==> src/common/uoe_pkg.sv <==
package uoe_pkg;
    // ----------------------------------------------------------------
    // Register offsets (byte addresses, one byte each)
    // ----------------------------------------------------------------
    localparam int ADDR_W = 8;
    localparam logic [7:0] OFF_CTRL_LOW = 8'h14;
    localparam logic [7:0] OFF_CTRL_HIGH = 8'h15;
    localparam logic [7:0] OFF_COUNT_LOW = 8'h16;
    localparam logic [7:0] OFF_COUNT_HIGH = 8'h17;
    localparam logic [7:0] OFF_INT_STATUS = 8'h18;
    localparam logic [7:0] OFF_INT_MASK = 8'h19;
    // ----------------------------------------------------------------
    // Control low bit positions
    // ----------------------------------------------------------------
    localparam int B_CLEAR_TOGGLE = 7;
    localparam int B_STALL_SENT = 6;
    localparam int B_SEND_STALL = 5;
    localparam int B_FLUSH = 4;
    localparam int B_PKT_ERROR = 3;
    localparam int B_OVERRUN = 2;
    localparam int B_BUF_FULL = 1;
    localparam int B_PKT_READY = 0;
    // Control high bit positions
    localparam int B_DOUBLE_BUF = 7;
    localparam int B_ISO = 6;
    // Interrupt status bit positions
    localparam int I_PKT_READY = 0;
    localparam int I_STALL = 1;
    localparam int I_OVERRUN = 2;
    localparam int INT_W = 3;
    // ----------------------------------------------------------------
    // Widths and reset values
    // ----------------------------------------------------------------
    localparam int COUNT_W = 10;
    localparam logic [7:0] RESET_BYTE = 8'h00;
    localparam logic [2:0] RESET_INT_MASK = 3'h0;
    localparam int FLUSH_CYCLES = 2;
endpackage : uoe_pkg

==> src/logic/uoe_out_endpoint.sv <==
// Decided for this implementation: register access over Avalon-MM.
`timescale 1ns/1ns
// Behaviour
// - Writing 1 to control-low bit 7 resets the OUT data toggle and the bit reads 0.
// - The stall-sent flag at bit 6 is set each time a STALL handshake is sent.
// - While send-stall at bit 5 is 1, every OUT request is answered with STALL.
// - Writing 1 to flush at bit 4 resets the FIFO pointer and clears packet ready.
// - The flush bit returns to 0 by itself once the flush has finished.
// - The data-error flag at bit 3 sets with packet ready on a CRC or stuffing error.
// - The data-error flag only carries meaning in isochronous mode.
// - The overrun flag at bit 2 is set when a packet is lost to a full FIFO.
// - With double buffering, the full flag at bit 1 reads 1 when two packets are held.
// - Without double buffering, the full flag reads 1 when one packet is held.
// - Packet ready at bit 0 is set when a received packet is available.
// - The length of the current packet is a 10-bit count over two registers.
// - With a second packet waiting, packet ready sets again after firmware clears it.
// - Each generated STALL raises an endpoint interrupt.
module uoe_out_endpoint #(
    parameter int COUNT_W = uoe_pkg::COUNT_W
) (
    input wire logic clk,
    input wire logic rst_n,
    // Avalon-MM slave
    input wire logic [uoe_pkg::ADDR_W-1:0] avs_address,
    input wire logic avs_read,
    input wire logic avs_write,
    input wire logic [31:0] avs_writedata,
    input wire logic [3:0] avs_byteenable,
    output logic [31:0] avs_readdata,
    output logic avs_waitrequest,
    // Packet engine side
    input wire logic out_token,
    input wire logic pkt_done,
    input wire logic pkt_crc_error,
    input wire logic [COUNT_W-1:0] pkt_len,
    output logic stall_reply,
    output logic ack_reply,
    output logic data_toggle,
    output logic fifo_ptr_reset,
    output logic irq
);
    import uoe_pkg::*;

    if (COUNT_W != 10) begin : g_bad_width
        $error("uoe_out_endpoint: count registers hold exactly 10 bits");
    end

    // ----------------------------------------------------------------
    // Reset release
    // ----------------------------------------------------------------
    logic rst_meta;
    logic rst_sync_n;

    always_ff @(posedge clk or negedge rst_n) begin
        if (!rst_n) begin
            rst_meta <= 1'b0;
            rst_sync_n <= 1'b0;
        end else begin
            rst_meta <= 1'b1;
            rst_sync_n <= rst_meta;
        end
    end

    // ----------------------------------------------------------------
    // Bus decode
    // ----------------------------------------------------------------
    logic stall_sent_flag;
    logic send_stall_request;
    logic flush_busy;
    logic packet_error_flag;
    logic overrun_flag;
    logic out_buffer_full;
    logic out_packet_ready;
    logic out_double_buffer_enable;
    logic iso_enable;
    logic [INT_W-1:0] int_status;
    logic [INT_W-1:0] int_mask;
    logic [1:0] flush_cnt;
    logic [1:0] used;
    logic [COUNT_W-1:0] head_len;
    logic [7:0] out_count_low;
    logic [1:0] out_count_high;
    logic [INT_W-1:0] int_events;
    // Count follows the store head; reads 0 while no packet is ready
    assign out_count_low = out_packet_ready ? head_len[7:0] : 8'h00;
    assign out_count_high = out_packet_ready ? head_len[9:8] : 2'h0;

    // Accesses complete in the cycle after they are seen: waitrequest
    // drops for one cycle, which also keeps read side effects single.
    logic access;
    logic bus_done;
    logic wr_fire;
    logic rd_fire;
    logic [7:0] wbyte;

    assign access = (avs_read || avs_write) && !bus_done;
    assign wr_fire = avs_write && bus_done;
    assign rd_fire = avs_read && bus_done;
    assign wbyte = avs_byteenable[0] ? avs_writedata[7:0] : RESET_BYTE;

    function automatic logic hit(input logic [ADDR_W-1:0] a, input logic [7:0] off);
        hit = (a == off);
    endfunction : hit

    logic wr_low;
    logic wr_high;
    logic wr_mask;
    assign wr_low = wr_fire && avs_byteenable[0] && hit(avs_address, OFF_CTRL_LOW);
    assign wr_high = wr_fire && avs_byteenable[0] && hit(avs_address, OFF_CTRL_HIGH);
    assign wr_mask = wr_fire && avs_byteenable[0] && hit(avs_address, OFF_INT_MASK);

    always_ff @(posedge clk or negedge rst_sync_n) begin
        if (!rst_sync_n) begin
            bus_done <= 1'b0;
            avs_waitrequest <= 1'b1;
        end else begin
            bus_done <= access;
            avs_waitrequest <= !access;
        end
    end

    logic [7:0] next_rdata;
    always_comb begin
        next_rdata = RESET_BYTE;
        unique case (avs_address)
            OFF_CTRL_LOW: begin
                // Clear-toggle is write-only and always reads 0
                next_rdata = {1'b0, stall_sent_flag, send_stall_request, flush_busy,
                              packet_error_flag, overrun_flag, out_buffer_full,
                              out_packet_ready};
            end
            OFF_CTRL_HIGH: next_rdata = {out_double_buffer_enable, iso_enable, 6'h00};
            OFF_COUNT_LOW: next_rdata = out_count_low;
            OFF_COUNT_HIGH: next_rdata = {6'h00, out_count_high};
            // Events landing at the capture edge are shown before the clear
            OFF_INT_STATUS: next_rdata = {5'h00, int_status | int_events};
            OFF_INT_MASK: next_rdata = {5'h00, int_mask};
            default: next_rdata = RESET_BYTE;
        endcase
    end

    always_ff @(posedge clk or negedge rst_sync_n) begin
        if (!rst_sync_n) begin
            avs_readdata <= 32'h0;
        end else if (access && avs_read) begin
            avs_readdata <= {24'h000000, next_rdata};
        end
    end

    // ----------------------------------------------------------------
    // Configuration
    // ----------------------------------------------------------------
    always_ff @(posedge clk or negedge rst_sync_n) begin
        if (!rst_sync_n) begin
            out_double_buffer_enable <= 1'b0;
            iso_enable <= 1'b0;
            int_mask <= RESET_INT_MASK;
            send_stall_request <= 1'b0;
        end else begin
            if (wr_high) begin
                out_double_buffer_enable <= wbyte[B_DOUBLE_BUF];
                iso_enable <= wbyte[B_ISO];
            end
            if (wr_mask) begin
                int_mask <= wbyte[INT_W-1:0];
            end
            if (wr_low) begin
                send_stall_request <= wbyte[B_SEND_STALL];
            end
        end
    end

    // ----------------------------------------------------------------
    // Data toggle
    // ----------------------------------------------------------------
    logic take_pkt;
    logic drop_pkt;
    logic stall_now;
    assign stall_now = out_token && send_stall_request;
    // A packet is lost when no slot is free for it
    assign take_pkt = pkt_done && !send_stall_request && !flush_busy && !out_buffer_full;
    assign drop_pkt = pkt_done && !send_stall_request && !flush_busy && out_buffer_full;

    always_ff @(posedge clk or negedge rst_sync_n) begin
        if (!rst_sync_n) begin
            data_toggle <= 1'b0;
        end else if (wr_low && wbyte[B_CLEAR_TOGGLE]) begin
            data_toggle <= 1'b0;
        end else if (take_pkt && (!pkt_crc_error || iso_enable)) begin
            data_toggle <= ~data_toggle;
        end
    end

    always_ff @(posedge clk or negedge rst_sync_n) begin
        if (!rst_sync_n) begin
            stall_reply <= 1'b0;
            ack_reply <= 1'b0;
        end else begin
            stall_reply <= stall_now;
            ack_reply <= take_pkt && !iso_enable && !pkt_crc_error;
        end
    end

    // ----------------------------------------------------------------
    // Flush
    // ----------------------------------------------------------------
    // Held a fixed few cycles so the packet engine sees the pointer reset
    always_ff @(posedge clk or negedge rst_sync_n) begin
        if (!rst_sync_n) begin
            flush_busy <= 1'b0;
            flush_cnt <= 2'h0;
            fifo_ptr_reset <= 1'b0;
        end else if (wr_low && wbyte[B_FLUSH]) begin
            flush_busy <= 1'b1;
            flush_cnt <= 2'(FLUSH_CYCLES - 1);
            fifo_ptr_reset <= 1'b1;
        end else if (flush_busy) begin
            if (flush_cnt == 2'h0) begin
                flush_busy <= 1'b0;
                fifo_ptr_reset <= 1'b0;
            end else begin
                flush_cnt <= 2'(flush_cnt - 2'h1);
            end
        end
    end

    // ----------------------------------------------------------------
    // Packet slots
    // ----------------------------------------------------------------
    logic fw_release;
    logic flush_start;
    assign flush_start = wr_low && wbyte[B_FLUSH];
    // Firmware frees a slot by writing packet ready as 0 while it is set
    assign fw_release = wr_low && !wbyte[B_PKT_READY] && out_packet_ready
                        && !flush_start;

    uoe_slot_store #(
        .COUNT_W(COUNT_W)
    ) u_slots (
        .clk(clk),
        .rst_n(rst_sync_n),
        .clear(flush_start),
        .push(take_pkt),
        .push_len(pkt_len),
        .pop(fw_release),
        .used(used),
        .head_len(head_len)
    );

    logic [1:0] next_used;
    assign next_used = flush_start ? 2'h0
                     : 2'(used + {1'b0, take_pkt} - {1'b0, fw_release});

    logic err_slot0;
    logic err_slot1;
    logic err_rd;
    logic err_wr;

    always_ff @(posedge clk or negedge rst_sync_n) begin
        if (!rst_sync_n) begin
            err_slot0 <= 1'b0;
            err_slot1 <= 1'b0;
            err_rd <= 1'b0;
            err_wr <= 1'b0;
        end else if (flush_start) begin
            err_rd <= 1'b0;
            err_wr <= 1'b0;
        end else begin
            if (take_pkt) begin
                if (err_wr) begin
                    err_slot1 <= pkt_crc_error;
                end else begin
                    err_slot0 <= pkt_crc_error;
                end
                err_wr <= ~err_wr;
            end
            if (fw_release) begin
                err_rd <= ~err_rd;
            end
        end
    end

    logic next_err;
    logic next_rd;
    assign next_rd = fw_release ? ~err_rd : err_rd;
    always_comb begin
        if (used == 2'h0 || (used == 2'h1 && fw_release)) begin
            next_err = pkt_crc_error; // the arriving packet becomes current
        end else begin
            next_err = next_rd ? err_slot1 : err_slot0;
        end
    end

    // Packet ready, error, full and counts track the current slot
    always_ff @(posedge clk or negedge rst_sync_n) begin
        if (!rst_sync_n) begin
            out_packet_ready <= 1'b0;
            packet_error_flag <= 1'b0;
            out_buffer_full <= 1'b0;
        end else begin
            out_packet_ready <= (next_used != 2'h0);
            // Valid in isochronous mode only; cleared with packet ready
            packet_error_flag <= (next_used != 2'h0) && next_err;
            out_buffer_full <= out_double_buffer_enable ? (next_used == 2'h2)
                             : (next_used != 2'h0);
        end
    end

    // ----------------------------------------------------------------
    // Stall-sent and overrun
    // ----------------------------------------------------------------
    // Hardware set wins over a firmware clear in the same cycle
    always_ff @(posedge clk or negedge rst_sync_n) begin
        if (!rst_sync_n) begin
            stall_sent_flag <= 1'b0;
            overrun_flag <= 1'b0;
        end else begin
            if (stall_now) begin
                stall_sent_flag <= 1'b1;
            end else if (wr_low && !wbyte[B_STALL_SENT]) begin
                stall_sent_flag <= 1'b0;
            end
            if (drop_pkt) begin
                overrun_flag <= 1'b1;
            end else if (wr_low && !wbyte[B_OVERRUN]) begin
                overrun_flag <= 1'b0;
            end
        end
    end

    // ----------------------------------------------------------------
    // Interrupts
    // ----------------------------------------------------------------
    logic rd_status;
    logic pr_rise;
    assign pr_rise = (next_used != 2'h0) && (!out_packet_ready || fw_release);
    assign int_events = {drop_pkt, stall_now, pr_rise};
    assign rd_status = rd_fire && hit(avs_address, OFF_INT_STATUS);

    always_ff @(posedge clk or negedge rst_sync_n) begin
        if (!rst_sync_n) begin
            int_status <= {INT_W{1'b0}};
            irq <= 1'b0;
        end else begin
            // Events in the read cycle survive the read clear
            int_status <= (rd_status ? {INT_W{1'b0}} : int_status) | int_events;
            irq <= |(((rd_status ? {INT_W{1'b0}} : int_status) | int_events) & int_mask);
        end
    end
endmodule : uoe_out_endpoint

==> src/logic/uoe_slot_store.sv <==
`timescale 1ns/1ns
// Two-slot store of received packet lengths; models packet occupancy
module uoe_slot_store #(
    parameter int COUNT_W = uoe_pkg::COUNT_W
) (
    input wire logic clk,
    input wire logic rst_n,
    input wire logic clear,
    input wire logic push,
    input wire logic [COUNT_W-1:0] push_len,
    input wire logic pop,
    output logic [1:0] used,
    output logic [COUNT_W-1:0] head_len
);
    import uoe_pkg::*;

    logic [COUNT_W-1:0] lens [2];
    logic rd_ptr;
    logic wr_ptr;

    if (COUNT_W < 1 || COUNT_W > 16) begin : g_bad_width
        $error("uoe_slot_store: COUNT_W out of range");
    end

    assign head_len = lens[rd_ptr];

    always_ff @(posedge clk or negedge rst_n) begin
        if (!rst_n) begin
            used <= 2'h0;
            rd_ptr <= 1'b0;
            wr_ptr <= 1'b0;
        end else if (clear) begin
            used <= 2'h0;
            rd_ptr <= 1'b0;
            wr_ptr <= 1'b0;
        end else begin
            if (push) begin
                wr_ptr <= ~wr_ptr;
            end
            if (pop) begin
                rd_ptr <= ~rd_ptr;
            end
            used <= 2'(used + {1'b0, push} - {1'b0, pop});
        end
    end

    always_ff @(posedge clk) begin
        if (push) begin
            lens[wr_ptr] <= push_len;
        end
    end
endmodule : uoe_slot_store

==> config.mk <==
export PLATFORM = sky130hd
export DESIGN_NAME = uoe_out_endpoint
export DESIGN_NICKNAME = d
export VERILOG_FILES = /design/src/common/uoe_pkg.sv /design/src/logic/uoe_out_endpoint.sv /design/src/logic/uoe_slot_store.sv
export SDC_FILE = /design/constraint.sdc
export NUM_CORES = 1
export LEC_CHECK = 0
export ABC_AREA = 1
export BUFFER_PORTS_ARGS = -buffer_cell sky130_fd_sc_hd__clkbuf_2
export CAP_MARGIN = 20
export CORE_ASPECT_RATIO = 0.9
export CORE_MARGIN = 3
export CORE_UTILIZATION = 45
export DETAILED_ROUTE_END_ITERATION = 7
export GPL_ROUTABILITY_DRIVEN = 0
export PLACE_DENSITY = 0.72
export SKIP_CTS_REPAIR_TIMING = 1
export SYNTH_ARGS = -nofsm -noshare
export SYNTH_HDL_FRONTEND = slang
export SYNTH_SLANG_ARGS = --single-unit
==> constraint.sdc <==
create_clock -name clk -period 1.7 [get_ports clk]
set_input_delay 0.085 -clock clk [delete_from_list [all_inputs] [get_ports clk]]
set_output_delay 0.085 -clock clk [all_outputs]
set_load 0.05 [all_outputs]
==> reports/qor.txt <==
YS warnings: 0
clock sinks: 62
Worst Path Required: 1930 ps
Clock Latency Late Sink: 340 ps
fin util: 0.619
sequential-to-total area share from yosys stat: 0.548
Pins Over Slew Limit: 0
Fillers: 550
CTS tree: done
final hold vios: 1
highest metal layer with signal wires: met4
vias per inst: 4.57
Die X: 92.3 um
Slew headroom: 0.664
Async S/R FF share, synth: 0.677
type of element capturing the critical path: flop
wl on met1: 2970 um
outcome: complete, but fails checks
Synth Area in Compound Gates: 0.0730
Detail Placement HPWL: 4910 um
Net count, final: 489
Tcrit/Tclk final: 1.07
CP Launch Type: flop
crit path max-delay cell type: dfrtp_1
mux cell area share after synthesis: 0.00747
cell taking the most area after synthesis: dfrtp_1
die height: 83.7 um
post-layout min period: 1820 ps
CP Buf/Inv Count: 3
placed cell areas: 3490 um^2
design area: 3910 um^2
final worst setup slack: -118 ps
H-tree Lvls: 3
RSZ-0062 raised after global routing: true
Yosys reg bits: 62
Synth Area in XOR/XNOR: 0.00581
met3 wire length: 451 um
Crit path top cell by count: nand2_1
worst hold slack: -9.80 ps
simple-gate share of the synthesized area: 0.231
setup TNS: -313 ps
Top FF cell, synth: dfrtp_1
drt total wl: 6420 um
CP arrival: 2050 ps
CTS buffer count: 9
clk_skew: 12.3 ps
antenna violations before repair: 0
Pleak: 1.94 nW
PortBufs: 46
max_cap viols: 0
drt first pass iters: 4
n_diodes: 0
kind of cell adding the most delay to the critical path: simple AND/OR/NAND/NOR gates
first-pass GRT wire length: 10300 um
vias in the first global route: 2144
Highest Clock Rate: 550 MHz
critical path class: reg -> reg
Synth Area in Adders: 0.0124
top cells by area, synth: dfrtp_1, edfxtp_1, nand2_1, buf_4, inv_1
Peak VDD IR: 0.799 mV
Initial Util: 0.477
total gr overflow: 0
Final setup violation count: 5
Clock Tree Buf Depth: 2
Hold Path Class: in -> reg
die area: 7720 um^2
wire length per cell: 12.4 um
clock root buffer: clkbuf_8
measured slew at the worst slew-check pin: 504 ps
post-synth top area share: 0.340
Largest stage delay, worst path: 410 ps
post-placement cell count: 483
ANT nets after route: 0
pwr dens: 854 nW/um^2
Synth Instances: 327
Crit Path Max Fanout: 3
DR vias: 2364
Avg Cell Area, Syn: 9.22 um^2
layout cell share with drive strength beyond 1: 0.298
Clock transition at path regs: 70 ps
I/O pin cnt: 99
CP cell instances: inv_2 > nor2_4 > nand4_4 > inv_2 > ha_4 > inv_2 > ha_4 > xnor2_2 > nand2_2 > nand2_4 > nand2_4 > nand2_1 > nand2_1 > nand2_1 > nand2_1 > nand2_1
Synth cell types: 34
largest family of logic cells by synthesized area: simple AND/OR/NAND/NOR gates
GR Util All Layers: 0.173
Final Non-Filler Cells: 517
largest net degree at the start of global routing: 41
area of the mapped netlist: 3020 um^2
WL met2: 2950 um
Area Growth Syn to Fin: 29.6%
Std-Cell Rows: 27
Post-synth EDFFs: 20
# DRC: 0
core region area: 6320 um^2
failing checks: negative hold slack, negative setup slack
initial DRC count: 167
[sequential cells by signal, summed over array words and instances, names as in the netlist, 2 cells and up]
register / count
u_slots.lens: 20
avs_readdata: 8
int_mask: 3
int_status: 3
flush_cnt: 2
u_slots.used: 2
[cells by family after synthesis]
kind of cell,Yosys count
AND/OR/NAND/NOR,145
buffers and inverters,72
flip-flops,62
AO/OA/AOI/OAI,39
adder cells (fa/ha/maj),3
other,2
XOR/XNOR,2
multiplexers,2
[final timing paths]
| check | startpoint | to | slack, ps | cells after the start |
|---|---|---|---|---|
| min | avs_writedata[1] | int_mask[1] | -10 | 3 |
| min in group asynchronous | rst_n | rst_meta | 60 | 2 |
| max | out_packet_ready | avs_readdata[0] | -120 | 16 |
| max reg2reg | out_packet_ready | avs_readdata[0] | -120 | 16 |
| max in group asynchronous | rst_sync_n | avs_waitrequest | 1030 | 1 |
| min reg2reg | rst_sync_n | err_wr | 300 | 1 |
[power breakdown]
group          switching [W]  leakage [nW]  internal (W)
clock               0.000538         0.109      0.000838
combinational       0.000269          1.15      0.000109
sequential         0.0000144         0.681       0.00157
total               0.000821          1.94       0.00252
[area by class of cell]
class | instances | area (um^2) | area share
clock buffer | 14 | 183 | 0.0467
clock inverter | 2 | 37.5 | 0.00960
inverter | 45 | 171 | 0.0439
multi-input combinational | 216 | 1150 | 0.294
sequential | 62 | 1650 | 0.423
tap | 87 | 109 | 0.0278
timing repair buffer | 91 | 606 | 0.155
[Yosys cell counts, types with 3 or more instances]
cell / instances
buf_4: 24
a21oi_1: 13
edfxtp_1: 20
nand2_2: 7
nor3_1: 4
a22oi_1: 3
ha_1: 3
nor2_1: 19
nand2_1: 84
inv_1: 42
nand4_1: 6
dfrtp_1: 41
o21ai_1: 3
nand3_1: 11
o21ai_0: 14
inv_2: 3
clkbuf_1: 3
nor2_4: 5
[layer usage]
metal	vias to the layer above	global-route usage
met5	-	0
met4	0	0.0405
met3	5	0.0568
met2	78	0.266
met1	1076	0.237
li1	1205	-
[worst register-to-register path, delay by kind of cell (launching register included)]
family,cells,cell delay [ps]
xor+xnor,1,130
simple gates,10,600
buf+inv,3,180
fa+ha+maj,2,400
flops,1,410
[placed cells by master, fill, tap and decap left out, types with 3 or more instances in the layout]
master / count
nand2_1: 84
clkbuf_2: 46
dfrtp_1: 41
inv_1: 38
buf_4: 30
conb_1: 25
edfxtp_1: 20
nor2_1: 18
dlygate4sd3_1: 15
o21ai_0: 14
clkbuf_8: 13
a21oi_1: 12
nand3_1: 10
nor2_4: 6
nand2_2: 6
inv_2: 6
nand4_1: 6
nor3_1: 4
a22oi_1: 3
o21ai_1: 3
[stage by stage]
stage          total power [W]  setup WS (ps)
2_1_floorplan          0.00189          -74.6
3_3_place_gp           0.00195          -64.7
3_5_place_dp           0.00196           -135
4_1_cts                0.00333           -132
5_1_grt                0.00347           -212
6_report               0.00334           -118
No activity file was read; power rests on OpenSTA's default activity.
